==> src/rtl/tfpc_pkg.sv <==
`default_nettype none

package tfpc_pkg;

  // ----------------------------------------------------------------
  // time base
  // ----------------------------------------------------------------
  localparam int unsigned CLK_HZ          = 100_000_000;
  localparam int unsigned TIMEBASE_HZ     = 30;
  localparam int unsigned STARTUP_PERIODS = 64;

  // ----------------------------------------------------------------
  // control level to duty mapping (level code = fraction of supply)
  // ----------------------------------------------------------------
  localparam int unsigned LEVEL_FULL  = 256;
  localparam int unsigned CTRL_LO_PCT = 30;
  localparam int unsigned CTRL_HI_PCT = 70;
  localparam logic [7:0]  LEVEL_LO    = 8'(CTRL_LO_PCT * LEVEL_FULL / 100);
  localparam logic [7:0]  LEVEL_HI    = 8'(CTRL_HI_PCT * LEVEL_FULL / 100);
  localparam logic [7:0]  DUTY_SPAN   = 8'(LEVEL_HI - LEVEL_LO);
  localparam int unsigned TRI_STEPS   = 2 * (int'(DUTY_SPAN) - 1);
  localparam int unsigned STEP_CYCLES = CLK_HZ / (TIMEBASE_HZ * TRI_STEPS);

  // ----------------------------------------------------------------
  // register map
  // ----------------------------------------------------------------
  localparam logic [7:0]  CTRL_OFS            = 8'h00;
  localparam logic [7:0]  STATUS_OFS          = 8'h04;
  localparam logic [7:0]  STARTUP_OFS         = 8'h08;
  localparam logic [7:0]  DUTY_OFS            = 8'h0C;
  localparam int unsigned CTRL_SLEEP_EN_BIT   = 0;
  localparam int unsigned CTRL_FORCE_FULL_BIT = 1;
  localparam logic [1:0]  CTRL_RST            = 2'h1;
  localparam int unsigned STATUS_STATE_LSB    = 0;
  localparam int unsigned STATUS_DRIVE_BIT    = 2;
  localparam int unsigned STATUS_DRIVE_OE_BIT = 3;
  localparam int unsigned STATUS_FAULT_BIT    = 4;
  localparam int unsigned STATUS_FPIN_BIT     = 5;
  localparam int unsigned STATUS_FLAGS_LSB    = 8;
  localparam int unsigned DUTY_SEC_LSB        = 8;
  localparam int unsigned DUTY_APPLIED_LSB    = 16;

  // ----------------------------------------------------------------
  // types
  // ----------------------------------------------------------------
  typedef enum logic [1:0] {
    ST_HALT    = 2'b00,
    ST_SLEEP   = 2'b01,
    ST_STARTUP = 2'b11,
    ST_RUN     = 2'b10
  } tfpc_state_t;

  typedef struct packed {
    logic secondary_above_wake;
    logic primary_above_wake;
    logic secondary_below_sleep;
    logic primary_below_sleep;
    logic primary_above_overtemp;
    logic primary_above_full_duty;
    logic primary_above_restart;
    logic primary_below_shutdown;
  } tfpc_afe_flags_t;

endpackage

`default_nettype wire

==> src/rtl/tfpc_fan_controller.sv <==
// Operation
// (RULE1) one time base clocks the state machine and sets the modulation period
// (RULE2) in normal operation duty follows the higher of both control inputs
// (RULE3) control level from 30% to 70% of supply maps linearly to 0..100% duty
// (RULE4) primary above full duty level forces 100% duty, fault or not
// (RULE5) power-up performs a complete internal reset without external input
// (RULE6) primary below shutdown threshold shuts down at once, output and fault released
// (RULE7) primary above restart threshold resets as power-up, then startup and run
// (RULE8) every start from off forces the drive high for 64 modulation periods
// (RULE9) after the startup interval duty follows the higher control input
// (RULE10) fault output low when primary exceeds the overtemperature threshold
// (RULE11) fault releases below overtemperature threshold; modulation unaffected by fault
// (RULE12) both inputs below sleep threshold in normal operation enter sleep
// (RULE13) system grounds the sleep threshold to disable sleep
// (RULE14) sleep keeps fault inactive and drive released
// (RULE15) sleep ends only when either input rises above the wake threshold
// (RULE16) leaving sleep behaves like power-on, full startup interval included
// (RULE17) after reset the fan waits until an input is above the wake threshold
// (RULE18) at power-up drive is held low and fault inactive
// (RULE19) primary below shutdown at power-up keeps the device shut down
// (RULE20) external logic pulls primary low to request shutdown
// (RULE21) comparator results arrive as synchronised flags, duty as a digital code
// (RULE22) a triangle up/down counter against the duty code forms the modulator
// (RULE23) startup interval equals sixty-four time base periods
//
// Local design decisions: the APB interface to the registers and the register offsets.
`timescale 1ns/100ps
`default_nettype none

module tfpc_fan_controller #(
  parameter int unsigned TIMEBASE_STEP_CYCLES = tfpc_pkg::STEP_CYCLES
) (
  input  wire logic                       clock,
  input  wire logic                       sys_rst,
  input  wire logic                       psel,
  input  wire logic                       penable,
  input  wire logic                       pwrite,
  input  wire logic [7:0]                 paddr,
  input  wire logic [31:0]                pwdata,
  output logic [31:0]                     prdata,
  output logic                            pready,
  output logic                            pslverr,
  input  wire tfpc_pkg::tfpc_afe_flags_t  afe_flags,
  input  wire logic [7:0]                 primary_control_input,
  input  wire logic [7:0]                 secondary_control_input,
  output logic                            fan_drive_out,
  output logic                            fan_drive_oe,
  input  wire logic                       overtemp_fault_n_in,
  output logic                            overtemp_fault_n_out,
  output logic                            overtemp_fault_n_oe
);
  import tfpc_pkg::*;

  localparam int unsigned SYNC_W = $bits(tfpc_afe_flags_t) + 1;

  // ----------------------------------------------------------------
  // input synchronisers
  // ----------------------------------------------------------------
  logic [SYNC_W-1:0] sync_raw;
  logic [SYNC_W-1:0] sync_q1;
  logic [SYNC_W-1:0] sync_q2;
  logic [SYNC_W-1:0] sync_q3;
  logic [SYNC_W-1:0] sync_val;
  tfpc_afe_flags_t   flags;
  logic              fault_pin;

  assign sync_raw = {overtemp_fault_n_in, afe_flags};

  genvar gi;
  generate
    for (gi = 0; gi < SYNC_W; gi++) begin : g_sync
      always_ff @(posedge clock or posedge sys_rst) begin
        if (sys_rst) begin
          sync_q1[gi]  <= 1'b0;
          sync_q2[gi]  <= 1'b0;
          sync_q3[gi]  <= 1'b0;
          sync_val[gi] <= 1'b0;
        end else begin
          sync_q1[gi] <= sync_raw[gi];
          sync_q2[gi] <= sync_q1[gi];
          sync_q3[gi] <= sync_q2[gi];
          // a change counts only once two stages agree
          if (sync_q2[gi] == sync_q3[gi]) begin
            sync_val[gi] <= sync_q3[gi]; // RULE21
          end
        end
      end
    end
  endgenerate

  assign flags     = tfpc_afe_flags_t'(sync_val[SYNC_W-2:0]);
  assign fault_pin = sync_val[SYNC_W-1];

  // ----------------------------------------------------------------
  // shutdown reset
  // ----------------------------------------------------------------
  // the raw pin is used on purpose: shutdown must not wait for a clock edge
  logic core_rst;

  assign core_rst = sys_rst | afe_flags.primary_below_shutdown; // RULE5 RULE6 RULE20

  // ----------------------------------------------------------------
  // registers seen by software
  // ----------------------------------------------------------------
  logic [1:0] ctrl;
  logic       sleep_enable;
  logic       force_full;
  logic       setup_phase;
  logic       access_wr;
  logic       addr_hit;
  logic       ctrl_wr;

  assign sleep_enable = ctrl[CTRL_SLEEP_EN_BIT];
  assign force_full   = ctrl[CTRL_FORCE_FULL_BIT];
  assign setup_phase  = psel & ~penable;
  assign addr_hit     = (paddr == CTRL_OFS) | (paddr == STATUS_OFS) |
                        (paddr == STARTUP_OFS) | (paddr == DUTY_OFS);
  assign access_wr    = psel & penable & pwrite;
  assign ctrl_wr      = access_wr & (paddr == CTRL_OFS);
  assign pready       = 1'b1;
  assign pslverr      = psel & penable & ~addr_hit;

  always_ff @(posedge clock or posedge sys_rst) begin
    if (sys_rst) begin
      ctrl <= CTRL_RST;
    end else if (ctrl_wr) begin
      ctrl <= pwdata[1:0];
    end
  end

  // ----------------------------------------------------------------
  // duty mapping
  // ----------------------------------------------------------------
  logic [7:0] primary_duty;
  logic [7:0] secondary_duty;
  logic [7:0] higher_duty;
  logic [7:0] applied_duty;

  function automatic logic [7:0] level_to_duty(input logic [7:0] level);
    logic [7:0] duty;
    duty = 8'h00;
    if (level >= LEVEL_HI) begin
      duty = DUTY_SPAN;
    end else if (level > LEVEL_LO) begin
      duty = level - LEVEL_LO; // RULE3
    end
    return duty;
  endfunction

  assign primary_duty   = level_to_duty(primary_control_input);
  assign secondary_duty = level_to_duty(secondary_control_input);
  assign higher_duty    = (primary_duty > secondary_duty) ? primary_duty
                                                          : secondary_duty; // RULE2
  assign applied_duty   = (force_full | flags.primary_above_full_duty) ? DUTY_SPAN
                                                                       : higher_duty; // RULE4

  // ----------------------------------------------------------------
  // time base and triangle counter
  // ----------------------------------------------------------------
  tfpc_state_t state;
  tfpc_state_t next_state;
  logic [31:0] div_cnt;
  logic        tick;
  logic [7:0]  tri_cnt;
  logic [7:0]  next_tri_cnt;
  logic        tri_down;
  logic        next_tri_down;
  logic        tri_top;
  logic        tri_bottom;
  logic        period_end;
  logic        fan_active;

  assign tick       = (div_cnt == 32'(TIMEBASE_STEP_CYCLES - 1)); // RULE1
  assign tri_top    = (tri_cnt == DUTY_SPAN - 8'h01);
  assign tri_bottom = (tri_cnt == 8'h00);
  assign period_end = tick & tri_down & tri_bottom; // RULE22
  assign fan_active = (state == ST_STARTUP) | (state == ST_RUN);

  always_ff @(posedge clock or posedge core_rst) begin
    if (core_rst) begin
      div_cnt <= 32'h0000_0000;
    end else begin
      div_cnt <= tick ? 32'h0000_0000 : div_cnt + 32'h0000_0001;
    end
  end

  always_comb begin
    next_tri_cnt  = tri_cnt;
    next_tri_down = tri_down;
    if (!fan_active) begin
      // held at the bottom so each start begins on a period boundary
      next_tri_cnt  = 8'h00;
      next_tri_down = 1'b0;
    end else if (tick) begin
      if (!tri_down && tri_top) begin
        next_tri_down = 1'b1;
        next_tri_cnt  = tri_cnt - 8'h01;
      end else if (tri_down && tri_bottom) begin
        next_tri_down = 1'b0;
        next_tri_cnt  = tri_cnt + 8'h01;
      end else if (tri_down) begin
        next_tri_cnt = tri_cnt - 8'h01;
      end else begin
        next_tri_cnt = tri_cnt + 8'h01; // RULE22
      end
    end
  end

  always_ff @(posedge clock or posedge core_rst) begin
    if (core_rst) begin
      tri_cnt  <= 8'h00;
      tri_down <= 1'b0;
    end else begin
      tri_cnt  <= next_tri_cnt;
      tri_down <= next_tri_down;
    end
  end

  // ----------------------------------------------------------------
  // state machine
  // ----------------------------------------------------------------
  logic [6:0] startup_cnt;
  logic [6:0] next_startup_cnt;
  logic       startup_done;
  logic       sleep_request;
  logic       wake_request;

  assign startup_done  = period_end &
                         (startup_cnt == 7'(STARTUP_PERIODS - 1)); // RULE8 RULE23
  assign sleep_request = sleep_enable & flags.primary_below_sleep &
                         flags.secondary_below_sleep; // RULE12 RULE13
  assign wake_request  = flags.primary_above_wake |
                         flags.secondary_above_wake; // RULE15

  always_comb begin
    next_state       = state;
    next_startup_cnt = startup_cnt;
    unique case (state)
      ST_HALT: begin
        // stays here while the restart comparison is low
        if (tick && flags.primary_above_restart) begin // RULE7 RULE19
          next_state = wake_request ? ST_STARTUP : ST_SLEEP; // RULE17
        end
        next_startup_cnt = 7'h00;
      end
      ST_SLEEP: begin
        if (tick && wake_request) begin
          next_state = ST_STARTUP; // RULE16
        end
        next_startup_cnt = 7'h00;
      end
      ST_STARTUP: begin
        if (startup_done) begin
          next_state = ST_RUN; // RULE9
        end else if (period_end) begin
          next_startup_cnt = startup_cnt + 7'h01;
        end
      end
      ST_RUN: begin
        if (tick && sleep_request) begin
          next_state = ST_SLEEP; // RULE12
        end
        next_startup_cnt = 7'h00;
      end
    endcase
  end

  always_ff @(posedge clock or posedge core_rst) begin
    if (core_rst) begin
      state       <= ST_HALT; // RULE6 RULE7
      startup_cnt <= 7'h00;
    end else begin
      state       <= next_state;
      startup_cnt <= next_startup_cnt;
    end
  end

  // ----------------------------------------------------------------
  // drive and fault outputs
  // ----------------------------------------------------------------
  logic drive;
  logic next_drive;
  logic fault;
  logic next_fault;

  assign next_drive = (state == ST_STARTUP) |
                      ((state == ST_RUN) & (tri_cnt < applied_duty)); // RULE8 RULE9 RULE22
  // fault looks at the comparator and the fan state, never at the drive path
  assign next_fault = fan_active & flags.primary_above_overtemp; // RULE10 RULE11 RULE14

  always_ff @(posedge clock or posedge core_rst) begin
    if (core_rst) begin
      drive <= 1'b0; // RULE18
      fault <= 1'b0;
    end else begin
      drive <= next_drive;
      fault <= next_fault;
    end
  end

  assign fan_drive_out        = drive;
  // driven low during power-up halt, released in shutdown and sleep
  assign fan_drive_oe         = ~afe_flags.primary_below_shutdown &
                                (state != ST_SLEEP); // RULE6 RULE14 RULE18
  assign overtemp_fault_n_out = 1'b0;
  assign overtemp_fault_n_oe  = fault & ~afe_flags.primary_below_shutdown; // RULE6 RULE10

  // ----------------------------------------------------------------
  // read data
  // ----------------------------------------------------------------
  logic [31:0] status_word;
  logic [31:0] startup_word;
  logic [31:0] duty_word;
  logic [31:0] read_word;

  assign status_word  = (32'(state) << STATUS_STATE_LSB) |
                        (32'(drive) << STATUS_DRIVE_BIT) |
                        (32'(fan_drive_oe) << STATUS_DRIVE_OE_BIT) |
                        (32'(fault) << STATUS_FAULT_BIT) |
                        (32'(fault_pin) << STATUS_FPIN_BIT) |
                        (32'(flags) << STATUS_FLAGS_LSB);
  assign startup_word = 32'(startup_cnt);
  assign duty_word    = 32'(primary_duty) |
                        (32'(secondary_duty) << DUTY_SEC_LSB) |
                        (32'(applied_duty) << DUTY_APPLIED_LSB);
  assign read_word    = (paddr == CTRL_OFS)    ? 32'(ctrl) :
                        (paddr == STATUS_OFS)  ? status_word :
                        (paddr == STARTUP_OFS) ? startup_word :
                        (paddr == DUTY_OFS)    ? duty_word : 32'h0000_0000;

  // captured in the setup cycle so the access phase shows a stable word
  always_ff @(posedge clock or posedge sys_rst) begin
    if (sys_rst) begin
      prdata <= 32'h0000_0000;
    end else if (setup_phase) begin
      prdata <= pwrite ? 32'h0000_0000 : read_word;
    end
  end

endmodule

`default_nettype wire

==> config.mk <==
export PLATFORM = sky130hd
export DESIGN_NAME = tfpc_fan_controller
export DESIGN_NICKNAME = d
export VERILOG_FILES = /design/src/rtl/tfpc_pkg.sv /design/src/rtl/tfpc_fan_controller.sv
export SDC_FILE = /design/constraint.sdc
export NUM_CORES = 1
export LEC_CHECK = 0
export ABC_AREA = 1
export ABC_CLOCK_PERIOD_IN_PS = 3500
export BUFFER_PORTS_ARGS = -buffer_cell sky130_fd_sc_hd__buf_2
export CORE_AREA = 2 2 156 142
export CTS_BUF_LIST = sky130_fd_sc_hd__clkbuf_4 sky130_fd_sc_hd__clkbuf_8 sky130_fd_sc_hd__clkbuf_16
export DETAILED_ROUTE_END_ITERATION = 16
export DIE_AREA = 0 0 158 144
export PLACE_DENSITY = 0.49
export SLEW_MARGIN = 20
export SYNTH_ARGS = -nofsm -noshare
export SYNTH_HDL_FRONTEND = slang
export SYNTH_SLANG_ARGS = --single-unit
==> constraint.sdc <==
create_clock -name clock -period 3.5 [get_ports clock]
set_input_delay 0.35 -clock clock [delete_from_list [all_inputs] [get_ports clock]]
set_output_delay 0.35 -clock clock [all_outputs]
set_load 0.02 [all_outputs]
==> metrics.csv <==
stage,metric,value,unit
clocking,clkSinkCount,114,
worst_setup_path,arrival,3430,ps
clocking,cts_root_buf,clkbuf_16,
grt,grt_pass1_vias,4979,
detailed_routing,ant_nets,0,
sta,rsz0062_at_grt,false,
grt,grt_usage,0.146,
floorplan,rows,51,
run_status,run_status,finished clean,
clocking,cts_tree,built,
final_layout,num-fill-cells,2181,
grt,grt_max_degree,44,
placed_design,gp_congestion,0.848,
synthesis,synth_cells,746,
sta,slew_headroom,0.398,
detailed_routing,drc,0,
sta,slew_violations,0,
synthesis,async_reset_ff_frac,1.00,
worst_setup_path,crit_family,simple AND/OR/NAND/NOR gates,
worst_setup_path,worstSetupPathType,in -> reg,
final_layout,drive_gt1_frac,0.205,
worst_setup_path,cp_slowest_cell,ha_1,
worst_setup_path,cp_slowest_stage_delay,290,ps
final_layout,final_common_cell,nand2_1,
detailed_routing,wl,15900,µm
sta,period_needed,3100,ps
worst_setup_path,crit_path_end_kind,register,
clocking,path_clk_slew,60,ps
detailed_routing,vias,5270,
sta,holdWs,30.2,ps
power,leakage,3.94,nW
sta,max_slew.worst_pin.slew,901,ps
detailed_routing,drt_iter0_drc,385,
sta,post-route-period-util,0.884,
sta,fmax,323,MHz
synthesis,yosys_warnings,0,
final_layout,final_cell_mix,"nand2_1, dfrtp_1, inv_1",
power,finalPower,3.44,mW
synthesis,ys_seq_elements,114,
floorplan,die_w,158,µm
floorplan,die_y,144,µm
placed_design,io_buffers,67,
clocking,clk_latency,420,ps
synthesis,syn_area,0.00624,mm²
clocking,hold_buffers,0,
grt,grt-ovfl-total,0,
synthesis,yosysUniqueCellTypes,52,
clocking,ctsLongestPathBuffers,2,
detailed_routing,post_drt_wl_per_cell,13.5,µm
detailed_routing,via_per_inst,4.50,
detailed_routing,firstDrtPassIters,5,
grt,antenna_found_initial,0,
synthesis,synth_edf_count,0,
worst_setup_path,worst-path-buf-inv,4,
synthesis,ys_seq_area_frac,0.457,
worst_setup_path,start_kind,primary input,
worst_setup_path,cp_max_fo,7,
final_layout,final_nets,963,
floorplan,die-area,0.0228,mm²
sta,setup_violations,0,
worst_setup_path,worstPathRequired,3830,ps
worst_setup_path,path_cells,"buf_2, inv_1, ha_1, a21boi_0, o21ai_0, nand2_1, nand2_1, nor2_2, inv_1, ha_1, nand2_1, nor2_1, nand2_1, nand2_1, nand2_1, inv_1, o21ai_0, a21oi_1, ha_1, and3_1, a2111oi_2, nand2_1, nand2_1",
hold_path,hold_class,in -> reg,
worst_setup_path,reg2reg_slack,1160,ps
sta,finalHoldViolations,0,
grt,grt_pass1_wl,25700,µm
synthesis,syn_area_per_cell,8.36,µm²
floorplan,core,0.0213,mm²
synthesis,ys.flop_type,dfrtp_1,
floorplan,ioPinCount,108,
floorplan,initial_core_util,0.293,
job,cap_violations,0,
final_layout,antennaDiodeCount,0,
worst_setup_path,crit_top_cell,nand2_1,
sta,clock_skew,16.0,ps
placed_design,hpwlAfterDp,12000,µm
final_layout,areaGrowthSynthToFinish,25.3,%
clocking,cts_buffers,17,
power,power_density,440,mW/mm²
clocking,h-tree-depth,4,
power,peakVddDrop,0.000274,V
-- routing by layer --
layer  wire [µm]  track usage
met4         185       0.0446
met2        6760        0.214
met1        8140        0.214
met5           0            0
met3         774       0.0318
-- cell families after synthesis --
family,Yosys count,synth area share
multiplexers,2,0.00361
buffers and inverters,130,0.0844
AND/OR/NAND/NOR,319,0.236
AO/OA/AOI/OAI,112,0.106
other,2,0.00120
XOR/XNOR,33,0.0463
flip-flops,114,0.457
adder cells (fa/ha/maj),34,0.0646
-- through the flow --
step | setup WS, ps | utilization | std cells | instance area, µm² | setup TNS (ps)
final | 405 | 0.367 | 1172 | 7810 | 0
after global routing | 20.9 | 0.367 | 1172 | 7810 | 0
after CTS | 259 | 0.366 | 1172 | 7790 | 0
after detailed placement | -158 | 0.338 | 1140 | 7210 | -158
after global placement | -113 | 0.338 | 1140 | 7210 | -113
after floorplan | 187 | - | 754 | 6270 | 0
-- synth_stat cells, types with 2 or more instances --
master / n / area, µm²
inv_2: 2 / 7.51
xnor2_1: 6 / 52.6
xor2_1: 27 / 236
nor4_1: 5 / 31.3
nand3_1: 32 / 160
a21oi_1: 23 / 115
o21ai_0: 51 / 255
nor2_2: 3 / 18.8
a22o_1: 4 / 35.0
nand4_1: 20 / 125
a211oi_1: 2 / 15.0
inv_1: 109 / 409
buf_4: 10 / 75.1
nor3_1: 10 / 50.1
mux2_2: 2 / 22.5
o31ai_1: 4 / 30.0
nor3_2: 5 / 50.1
nor4_2: 2 / 25.0
nand2_1: 144 / 541
nor2_4: 3 / 33.8
nor2_1: 76 / 285
conb_1: 2 / 7.51
or2_2: 3 / 18.8
ha_1: 25 / 313
clkinv_1: 2 / 7.51
a32oi_1: 2 / 17.5
a31oi_1: 4 / 25.0
a221oi_1: 3 / 26.3
dfrtp_1: 113 / 2830
o211ai_1: 4 / 30.0
nand2_2: 4 / 25.0
nand3_2: 2 / 20.0
nand3b_1: 5 / 37.5
maj3_1: 9 / 90.1
clkbuf_1: 6 / 22.5
o22ai_1: 6 / 37.5
-- final cells by class --
cell class	instances	area [µm²]	share of cell area
inverter	113	424	0.0543
clock buffer	17	425	0.0544
sequential	114	2850	0.365
clock inverter	15	158	0.0202
timing repair buffer	112	673	0.0861
tap	291	364	0.0466
multi-input combinational	510	2920	0.373
-- registers in the layout, summed over array words and instances, names as in the netlist --
| register | flops |
|---|---|
| prdata | 24 |
| sync_q2 | 9 |
| sync_q3 | 9 |
| tri_cnt | 8 |
| state | 2 |
| div_cnt | 32 |
| fault_pin | 1 |
| tri_down | 1 |
| startup_cnt | 7 |
| sync_q1 | 9 |
| fan_drive_out | 1 |
| fault | 1 |
| ctrl | 2 |
| flags | 8 |
-- worst paths after layout --
path | startpoint | to | cells after the start
setup / recovery | secondary_control_input[2] | fan_drive_out$_DFF_PP0_ | 23
hold / removal | overtemp_fault_n_in | sync_q1[8]$_DFF_PP0_ | 1
setup reg to reg | flags[2]$_DFFE_PP0N_ | fan_drive_out$_DFF_PP0_ | 11
hold reg to reg | sync_q1[3]$_DFF_PP0_ | sync_q2[3]$_DFF_PP0_ | 0
max in group asynchronous | sys_rst | ctrl[0]$_DFFE_PP1P_ | 3
min in group asynchronous | sys_rst | state[0]$_DFFE_PP0P_ | 3
-- report_power, final --
group	switching (mW)	internal [mW]	total, mW
sequential	0.0169	1.35	1.36
combinational	0.211	0.144	0.355
clock	0.712	1.01	1.72
total	0.940	2.50	3.44
-- timing repair --
action | CTS | global route
resized for setup | 0 | 8
setup endpoints to repair | 0 | 1
setup buffers | 0 | 0
Power figures use the tool's default switching activity.
